--- src/include/ccr_pkg.sv ---
// constants and carrier types for the channel 1 configuration and calibration registers
package ccr_pkg;

  // register indices; the byte address is four times the index
  localparam logic [5:0] CCR_IDX_CONFIG      = 6'h0E;
  localparam logic [5:0] CCR_IDX_OFFSET_HIGH = 6'h0F;
  localparam logic [5:0] CCR_IDX_OFFSET_LOW  = 6'h10;
  localparam logic [5:0] CCR_IDX_GAIN_HIGH   = 6'h11;
  localparam logic [5:0] CCR_IDX_GAIN_LOW    = 6'h12;
  localparam logic [5:0] CCR_IDX_STATUS      = 6'h20;

  // storage entries held in the register array
  localparam int CCR_NUM_REGS     = 5;
  localparam int CCR_ENT_CONFIG   = 0;
  localparam int CCR_ENT_OFF_HIGH = 1;
  localparam int CCR_ENT_OFF_LOW  = 2;
  localparam int CCR_ENT_GAIN_HI  = 3;
  localparam int CCR_ENT_GAIN_LO  = 4;

  // values after reset, per entry
  localparam logic [15:0] CCR_RESET [CCR_NUM_REGS] = '{16'h0000, 16'h0000, 16'h0000, 16'h8000, 16'h0000};
  // writable bits, per entry; the rest read as zero
  localparam logic [15:0] CCR_WMASK [CCR_NUM_REGS] = '{16'hFFC7, 16'hFFFF, 16'hFF00, 16'hFFFF, 16'hFF00};

  // configuration register field positions
  localparam int CCR_PHASE_MSB = 15;
  localparam int CCR_PHASE_LSB = 6;
  localparam int CCR_DCOFF_BIT = 2;
  localparam int CCR_SEL_MSB   = 1;
  localparam int CCR_SEL_LSB   = 0;
  // low calibration registers keep their field in the upper byte
  localparam int CCR_LOW_MSB   = 15;
  localparam int CCR_LOW_LSB   = 8;

  // input selector codes
  localparam logic [1:0] CCR_SEL_PINS     = 2'h0;
  localparam logic [1:0] CCR_SEL_SHORTED  = 2'h1;
  localparam logic [1:0] CCR_SEL_TEST_POS = 2'h2;
  localparam logic [1:0] CCR_SEL_TEST_NEG = 2'h3;

  // status register field positions
  localparam int CCR_STAT_ROUTE_LSB = 0;
  localparam int CCR_STAT_DC_ON_BIT = 4;

  // one-hot routing of the channel 1 modulator input
  typedef struct packed {
    logic test_neg;
    logic test_pos;
    logic shorted;
    logic pins;
  } ccr_route_t;

  // configuration register as seen by software
  typedef struct packed {
    logic [9:0] phase;
    logic [2:0] reserved;
    logic       dc_off;
    logic [1:0] sel;
  } ccr_config_t;

endpackage

--- src/hw/ccr_reg16.sv ---
// one 16-bit software register with a write mask and byte-lane strobes
`timescale 1ns/1ps
module ccr_reg16 #(
  parameter logic [15:0] RESET_VAL  = 16'h0000,
  parameter logic [15:0] WRITE_MASK = 16'hFFFF
) (
  // clock and reset
  input  wire logic        clk,
  input  wire logic        rst_n,
  // write request
  input  wire logic        wr_en,
  input  wire logic [1:0]  wr_strb,
  input  wire logic [15:0] wr_data,
  // stored value
  output logic      [15:0] q
);

  logic [15:0] lane_mask;
  logic [15:0] next_q;

  // only bits that are writable and whose byte lane is strobed change
  always_comb begin
    lane_mask = WRITE_MASK & {{8{wr_strb[1]}}, {8{wr_strb[0]}}};
    next_q    = (q & ~lane_mask) | (wr_data & lane_mask);
  end

  // storage; reserved bits keep their reset value of zero
  always_ff @(posedge clk or negedge rst_n) begin
    if (!rst_n) begin
      q <= RESET_VAL;
    end else if (wr_en) begin
      q <= next_q;
    end
  end

endmodule

--- src/hw/ccr_chan1_regs.sv ---
// apb register bank for channel 1 phase, dc filter, input selection and calibration
`timescale 1ns/1ps
// Functional notes
// phase delay is 10-bit two's complement in config bits 15:6, modulator clocks
// config register at index 0x0E, resets to zero
// config bit 2 clear follows the global dc filter, set bypasses it
// selector 00 routes own input pair, 01 shorts the inputs
// selector 10 routes positive dc test signal, 11 the negative one
// offset bits 23:8 fill offset-high at index 0x0F, reset zero
// offset-low at 0x10 holds offset bits 7:0 in 15:8, low byte reads zero
// gain bits 23:8 fill gain-high at index 0x11
// gain-high resets to 0x8000, gain-low resets to zero
// gain-low at 0x12 holds gain bits 7:0 in 15:8, low byte reads zero
// config bits 5:3 read zero and ignore writes
module ccr_chan1_regs
  import ccr_pkg::*;
#(
  parameter int ADDR_W = 8
) (
  // clock and reset
  input  wire logic              clk,
  input  wire logic              rst_n,
  // apb slave
  input  wire logic              psel,
  input  wire logic              penable,
  input  wire logic              pwrite,
  input  wire logic [ADDR_W-1:0] paddr,
  input  wire logic [31:0]       pwdata,
  input  wire logic [3:0]        pstrb,
  output logic                   pready,
  output logic      [31:0]       prdata,
  output logic                   pslverr,
  // global dc filter control from the device core
  input  wire logic [3:0]        global_dc_filter_setting,
  // channel 1 datapath controls
  output logic      [9:0]        chan1_phase_delay,
  output logic                   chan1_dc_filter_off,
  output logic      [3:0]        chan1_dc_filter_code,
  output logic                   chan1_dc_filter_on,
  output logic      [1:0]        chan1_input_select,
  output ccr_route_t             chan1_route,
  output logic      [23:0]       chan1_offset_cal,
  output logic      [23:0]       chan1_gain_cal
);

  // register array and decode results
  logic [15:0]                     regs [CCR_NUM_REGS];
  logic [CCR_NUM_REGS-1:0]         hit_vec;
  logic                            hit_store;
  logic                            hit_status;
  logic                            addr_ok;
  logic [ADDR_W-3:0]               index;
  logic                            setup_phase;
  logic                            write_commit;
  logic [15:0]                     read_word;
  logic [15:0]                     status_word;
  ccr_config_t                     cfg;
  ccr_route_t                      next_route;
  logic [3:0]                      next_dc_code;

  assign index       = paddr[ADDR_W-1:2];
  assign setup_phase = psel && !penable;
  assign cfg         = ccr_config_t'(regs[CCR_ENT_CONFIG]);

  // address decode: word aligned, then one entry by index
  always_comb begin
    hit_vec    = '0;
    hit_status = 1'b0;
    addr_ok    = (paddr[1:0] == 2'h0);
    if (!addr_ok) begin
      hit_vec = '0;
    end else if ({2'b00, index} == {{(ADDR_W-6){1'b0}}, CCR_IDX_CONFIG}) begin
      hit_vec[CCR_ENT_CONFIG] = 1'b1;
    end else if ({2'b00, index} == {{(ADDR_W-6){1'b0}}, CCR_IDX_OFFSET_HIGH}) begin
      hit_vec[CCR_ENT_OFF_HIGH] = 1'b1;
    end else if ({2'b00, index} == {{(ADDR_W-6){1'b0}}, CCR_IDX_OFFSET_LOW}) begin
      hit_vec[CCR_ENT_OFF_LOW] = 1'b1;
    end else if ({2'b00, index} == {{(ADDR_W-6){1'b0}}, CCR_IDX_GAIN_HIGH}) begin
      hit_vec[CCR_ENT_GAIN_HI] = 1'b1;
    end else if ({2'b00, index} == {{(ADDR_W-6){1'b0}}, CCR_IDX_GAIN_LOW}) begin
      hit_vec[CCR_ENT_GAIN_LO] = 1'b1;
    end else if ({2'b00, index} == {{(ADDR_W-6){1'b0}}, CCR_IDX_STATUS}) begin
      hit_status = 1'b1;
    end
    hit_store = |hit_vec;
  end

  // a write lands only at the access edge on which pready is seen high
  assign write_commit = psel && penable && pready && pwrite;

  // storage entries; reserved bits are masked off inside each entry
  genvar gi;
  generate
    for (gi = 0; gi < CCR_NUM_REGS; gi++) begin : g_reg
      ccr_reg16 #(
        .RESET_VAL  (CCR_RESET[gi]),
        .WRITE_MASK (CCR_WMASK[gi])
      ) u_reg (
        .clk     (clk),
        .rst_n   (rst_n),
        .wr_en   (write_commit && hit_vec[gi]),
        .wr_strb (pstrb[1:0]),
        .wr_data (pwdata[15:0]),
        .q       (regs[gi])
      );
    end
  endgenerate

  // status word shows the live routing and dc filter state
  always_comb begin
    status_word                                           = 16'h0000;
    status_word[CCR_STAT_ROUTE_LSB +: 4]                  = chan1_route;
    status_word[CCR_STAT_DC_ON_BIT]                       = chan1_dc_filter_on;
  end

  // read mux; reserved bits already hold zero in storage
  always_comb begin
    read_word = 16'h0000;
    for (int i = 0; i < CCR_NUM_REGS; i++) begin
      if (hit_vec[i]) begin
        read_word = regs[i] & CCR_WMASK[i];
      end
    end
    if (hit_status) begin
      read_word = status_word;
    end
  end

  // answer one cycle after setup: pready rises for the access phase only
  always_ff @(posedge clk or negedge rst_n) begin
    if (!rst_n) begin
      pready <= 1'b0;
    end else begin
      pready <= setup_phase;
    end
  end

  // read data and error are prepared during setup and held through access
  always_ff @(posedge clk or negedge rst_n) begin
    if (!rst_n) begin
      prdata  <= 32'h0000_0000;
      pslverr <= 1'b0;
    end else if (setup_phase) begin
      prdata  <= pwrite ? 32'h0000_0000 : {16'h0000, read_word};
      pslverr <= !(hit_store || hit_status);                   // unmapped or misaligned
    end else if (pready) begin
      prdata  <= 32'h0000_0000;
      pslverr <= 1'b0;
    end
  end

  // input selector decoded to one routing switch
  always_comb begin
    next_route = '0;
    case (cfg.sel)
      CCR_SEL_PINS:     next_route.pins     = 1'b1;
      CCR_SEL_SHORTED:  next_route.shorted  = 1'b1;
      CCR_SEL_TEST_POS: next_route.test_pos = 1'b1;
      default:          next_route.test_neg = 1'b1;
    endcase
  end

  // channel follows the global filter setting unless bypassed
  always_comb begin
    next_dc_code = cfg.dc_off ? 4'h0 : global_dc_filter_setting;
  end

  // routing and dc filter outputs, one cycle behind the register
  always_ff @(posedge clk or negedge rst_n) begin
    if (!rst_n) begin
      chan1_route          <= '0;
      chan1_dc_filter_code <= 4'h0;
      chan1_dc_filter_on   <= 1'b0;
    end else begin
      chan1_route          <= next_route;
      chan1_dc_filter_code <= next_dc_code;
      chan1_dc_filter_on   <= |next_dc_code;
    end
  end

  // direct field views of the stored registers
  assign chan1_phase_delay   = regs[CCR_ENT_CONFIG][CCR_PHASE_MSB:CCR_PHASE_LSB];
  assign chan1_dc_filter_off = regs[CCR_ENT_CONFIG][CCR_DCOFF_BIT];
  assign chan1_input_select  = regs[CCR_ENT_CONFIG][CCR_SEL_MSB:CCR_SEL_LSB];
  // 24-bit calibration words join high register and upper byte of low register
  assign chan1_offset_cal = {regs[CCR_ENT_OFF_HIGH], regs[CCR_ENT_OFF_LOW][CCR_LOW_MSB:CCR_LOW_LSB]};
  assign chan1_gain_cal   = {regs[CCR_ENT_GAIN_HI], regs[CCR_ENT_GAIN_LO][CCR_LOW_MSB:CCR_LOW_LSB]};

endmodule

--- config.mk ---
export PLATFORM = sky130hd
export DESIGN_NAME = ccr_chan1_regs
export DESIGN_NICKNAME = d
export VERILOG_FILES = /design/src/include/ccr_pkg.sv /design/src/hw/ccr_reg16.sv /design/src/hw/ccr_chan1_regs.sv
export SDC_FILE = /design/constraint.sdc
export NUM_CORES = 1
export LEC_CHECK = 0
export BUFFER_PORTS_ARGS = -buffer_cell sky130_fd_sc_hd__buf_2
export CAP_MARGIN = 20
export CORE_UTILIZATION = 52
export DETAILED_ROUTE_END_ITERATION = 10
export PLACE_DENSITY = 0.84
export SYNTH_ARGS = -nofsm -noshare
export SYNTH_HDL_FRONTEND = slang
export SYNTH_HIERARCHICAL = 1
export SYNTH_SLANG_ARGS = --single-unit
--- constraint.sdc ---
create_clock -name clk -period 2.6 [get_ports clk]
set_input_delay 0.13 -clock clk [delete_from_list [all_inputs] [get_ports clk]]
set_output_delay 0.13 -clock clk [all_outputs]
set_load 0.05 [all_outputs]
# Word-level counts from Yosys, hierarchy flattened
# Index checks and enable logic that the tools add are counted.
[word_totals] register_bits=123 latchBits=0 ram_bits=0 romBits=0 out_inout_bits=104 mem_count=0
[op_classes] n_addsub=0 n_mul=0 div=0 magnitude_cmp=0 n_eq_ne=8 shift=0 muxes=33 bitwise=16 n_reduce_logical=18
[ops] op="AND 16 bit" n=8
[ops] op="two-way mux 16 bit" n=7
[ops] op="OR 16 bit" n=5
[ops] op="two-way mux 32 bit" n=2
[ops] op="NOT 16 bit" n=3
[ops] op="two-way mux 1 bit" n=19
[ops] op="equality test 6 x 5 -> 1 bit (second input constant)" n=3
[ops] op="equality test 6 x 4 -> 1 bit (second input constant)" n=2
[ops] op="logical AND 1 bit" n=9
[ops] op="two-way mux 4 bit" n=2
[ops] op="equality test 6 bit (second input constant)" n=1
[ops] op="two-way mux 5 bit" n=1
[ops] op="OR reduction 5 bit" n=1
[ops] op="logical NOT 2 bit" n=2
[ops] op="OR reduction 4 bit" n=1
[ops] op="two-way mux 3 bit" n=1
[ops] op="OR reduction 3 bit" n=1
[ops] op="equality test 2 x 1 -> 1 bit (second input constant)" n=1
[ops] op="equality test 2 bit (second input constant)" n=1
[ops] op="logical NOT 1 bit" n=2
[ops] op="two-way mux 2 bit" n=1
[ops] op="nonzero test 2 bit" n=1
[ops] op="logical OR 1 bit" n=1

# Longest topological paths before layout
[depth] word_depth=15 depth_mapped=8 ltp_nobuf=6

# Modules after synthesis
# Netlist, hierarchy kept.
[modules_own_cells] module="ccr_chan1_regs" instances=1 cells_per_inst=184 area_each_um2=1790.5 seq_area_each_um2=675.6
[modules_own_cells] module="ccr_reg16 (g_reg[2].u_reg ...)" instances=2 cells_per_inst=26 area_each_um2=360.3 seq_area_each_um2=200.2
[modules_own_cells] module="ccr_reg16 (g_reg[3].u_reg)" instances=1 cells_per_inst=34 area_each_um2=594.3 seq_area_each_um2=401.6
[modules_own_cells] module="ccr_reg16 (g_reg[1].u_reg)" instances=1 cells_per_inst=34 area_each_um2=593.1 seq_area_each_um2=400.4
[modules_own_cells] module="ccr_reg16 (g_reg[0].u_reg)" instances=1 cells_per_inst=32 area_each_um2=508.0 seq_area_each_um2=325.3

# Worst setup path after synthesis
# No wires, ideal clock.
[synth_path] kind="flip-flop to flip-flop" start="register pready" end="register with a tool-made name" t_arrival_ps=1645 required_time_ps=2475 path_slack_ps=830 stages_incl_launch_ff=5 cell_sequence="dfrtp_1 -> nand4_1 -> nor3b_1 -> nand2_1 -> mux2_2"
[synth_rtl] element="start: declaration" line_no="ccr_chan1_regs.sv:30" source="output logic pready,"
[synth_rtl] element="start signal: assignment" line_no="ccr_chan1_regs.sv:134" source="pready <= setup_phase;"

# Worst setup path in the final report
[layout_path] start="input port penable" end="register prdata[0]"
[layout_between] elab_chain_len=3 word_cells_on_any_way=4 cone_classes="mux: 1; reduce/logical: 3"
[layout_lines] element="start: declaration" line_no="ccr_chan1_regs.sv:25" source="input wire logic penable,"
[layout_lines] element="logical NOT 1 bit *" line_no="ccr_chan1_regs.sv:62" source="assign setup_phase = psel && !penable;"
[layout_lines] element="logical AND 1 bit *" line_no="ccr_chan1_regs.sv:62"
[layout_lines] element="two-way mux 32 bit / nonzero test 2 bit (equally long branches)"
[layout_lines] element="end signal: assignment" line_no="ccr_chan1_regs.sv:144" source="prdata <= pwrite ? 32'h0000_0000 : {16'h0000, read_word};"
[layout_lines] element="end: declaration" line_no="ccr_chan1_regs.sv:31" source="output logic [31:0] prdata,"
# Every way passes the cells marked *; elsewhere a longest branch is shown, timed or not.
# A chain may end at the register's enable or synchronous reset.

==> impl_metrics.env <==
export IMPL_outcome="complete, no violations"
export IMPL_setup_viol=0
export IMPL_cts_max_path_buffers=2
export IMPL_drt_pass1_iter_count=4
export IMPL_drt_iter0_drc=171
export IMPL_die_h_um=90.28
export IMPL_critPathMaxStageDelay_ns=0.58
export IMPL_max_clock_freq_mhz=506.9
export IMPL_final_util_pct=66.91
export IMPL_seq_area_sq_mm=0.002203
export IMPL_finalWirelength_um=10240
export IMPL_htree_levels=3
export IMPL_met1_usage_pct=33.58
export IMPL_antenna_cells=0
export IMPL_use_met3_pct=4.798
export IMPL_final_cells=549
export IMPL_drc=0
export IMPL_clock_sinks=88
export IMPL_cellLeakagePower_nw=2.657
export IMPL_antenna_left=0
export IMPL_finalWeightedCongestion=0.8149
export IMPL_first_global_vias=3161
export IMPL_dp_hpwl_um=7083
export IMPL_path_cells="dlygate4sd3_1 > buf_2 > nor3b_1 > a21boi_2 > nand2b_2 > o21ai_0"
export IMPL_hold_path_class="in -> reg"
export IMPL_via_count=3081
export IMPL_tightest_slew_ns=0.5986
export IMPL_drive_gt1_share_pct=51.78
export IMPL_finalHoldViolCount=0
export IMPL_coreArea_sq_mm=0.007408
export IMPL_fin_crit_sh_pct=75.88
export IMPL_root_buffer="clkbuf_8"
export IMPL_required_ns=2.87
export IMPL_grt_max_degree=89
export IMPL_vdd_drop_max_v=0.0003790
export IMPL_via_per_inst=5.612
export IMPL_fin_crit_ns=1.973
export IMPL_path_class="in -> reg"
export IMPL_worstPathArrival_ns=2.25
export IMPL_postPlaceCellArea_sq_mm=0.004731
export IMPL_slew_viol_final=0
export IMPL_yosys_warnings=6
export IMPL_postSynthCellCount=314
export IMPL_initial_core_util_pct=54.70
export IMPL_max_cap_violations=0
export IMPL_tritoncts="built"
export IMPL_clk_latency_ns=0.36
export IMPL_avgSynthCellArea_sq_um=12.91
export IMPL_grt_overflow=0
export IMPL_grt_pass1_wl_um=16280
export IMPL_clk_pin_slew_worst_paths_ns=0.08
export IMPL_cpLargestDelayFamily="compound AO/OA/AOI/OAI gates"
export IMPL_endpoint_kind="register"
export IMPL_die_area_sq_mm=0.008150
export IMPL_grt_use_met2_pct=42.68
export IMPL_pin_count=157
export IMPL_power_density_mw_per_mm2=507.1
export IMPL_cp_max_fo=10
export IMPL_nets=499
export IMPL_row_count=31
export IMPL_numPlacedInstances=531
export IMPL_crit_buf_inv=2
export IMPL_setup_tns_ns=0
export IMPL_slew_headroom_pct=59.86
export IMPL_clock_skew_ns=0.01047
export IMPL_crit_path_start_kind="input pin"
export IMPL_synthToLayoutAreaGrowth_pct=22.32
export IMPL_grt_busiest_layer="met2"
export IMPL_numCtsBuffers=9
export IMPL_cts_repair_resized=0
export IMPL_cpMaxStageDelayCell="a21boi_2"
export IMPL_placement_io_buffers=122
export IMPL_antenna_found_initial=0
export IMPL_track_usage_pct=26.06
export IMPL_r2r_slack_ns=0.86
export IMPL_synthesis_area_sq_mm=0.004053
export IMPL_final_cell_area_sq_mm=0.004957
export IMPL_fillCellCount=555
export IMPL_fp_dieW_um=90.28
export IMPL_wl_per_cell_um=18.65
export IMPL_rsz0062_at_grt="false"
export IMPL_multi_input_area_sq_mm=0.001723
layer usage:
metal,wire [um],vias to the layer above
li1,-,1390
met1,4330,1534
met2,5005,129
met3,590,28
met4,311,0
met5,0,-
cell type report:
type,count,share of cell area (%)
multi-input cells,213,34.76
flip-flops and latches,88,44.45
clock buffers,12,2.726
clock inverters,3,0.8834
repair buffers,134,14.69
well taps,99,2.499
where the power goes:
part	switching, mW	internal (mW)
Sequential	0.00445	1.38
Clock	0.457	0.441
Combinational	0.179	0.0567
repair_timing:
action / 4_1_cts / 5_1_grt
hold buffers: 2 / 0
setup buffers: 0 / 0
endpoints found under the hold margin: 6 / 0
worst reg2reg max path, delay by kind of cell, from the launching register on:
kind / cells / cell delay (ns)
muxes: 1 / 0.35
DFF: 1 / 0.37
and+or+nand+nor: 3 / 0.92
through the flow:
| stage | worst slack, ns | power [mW] | hold WS [ns] |
|---|---|---|---|
| after CTS | 0.6765 | 2.526 | 0.004500 |
| after global placement | 0.6449 | 1.630 | 0.3453 |
| after floorplan | 0.8301 | 1.557 | -0.1656 |
| after global routing | 0.5532 | 2.601 | 0.01306 |
| after detailed placement | 0.5665 | 1.635 | 0.3559 |
| final | 0.6272 | 2.514 | 0.01884 |
final timing paths:
| kind | start | to | cells after the start |
|---|---|---|---|
| worst max-delay path | penable | prdata[0]$_DFFE_PN0P_ | 6 |
| worst min-delay path | pwdata[5] | register | 2 |
| worst max register to register | pready$_DFF_PN0_ | register | 4 |
| worst min register to register | pslverr$_DFFE_PN0P_ | pslverr$_DFFE_PN0P_ | 1 |
| max in group asynchronous | rst_n | asynchronous set/reset pin | 3 |
| min in group asynchronous | rst_n | prdata[6]$_DFFE_PN0P_ | 2 |
cell usage in the layout (no fill, tap or decap), types with 8 or more instances in the layout:
cell type  instances
buf_2            121
dfrtp_1           87
mux2_2            74
conb_1            16
nand3_1           14
nor2b_1           12
nand2_1           11
buf_4             10
a22oi_1            9
clkbuf_8           9
o211ai_1           8
a32o_1             8
Power figures use the tool's default switching activity.
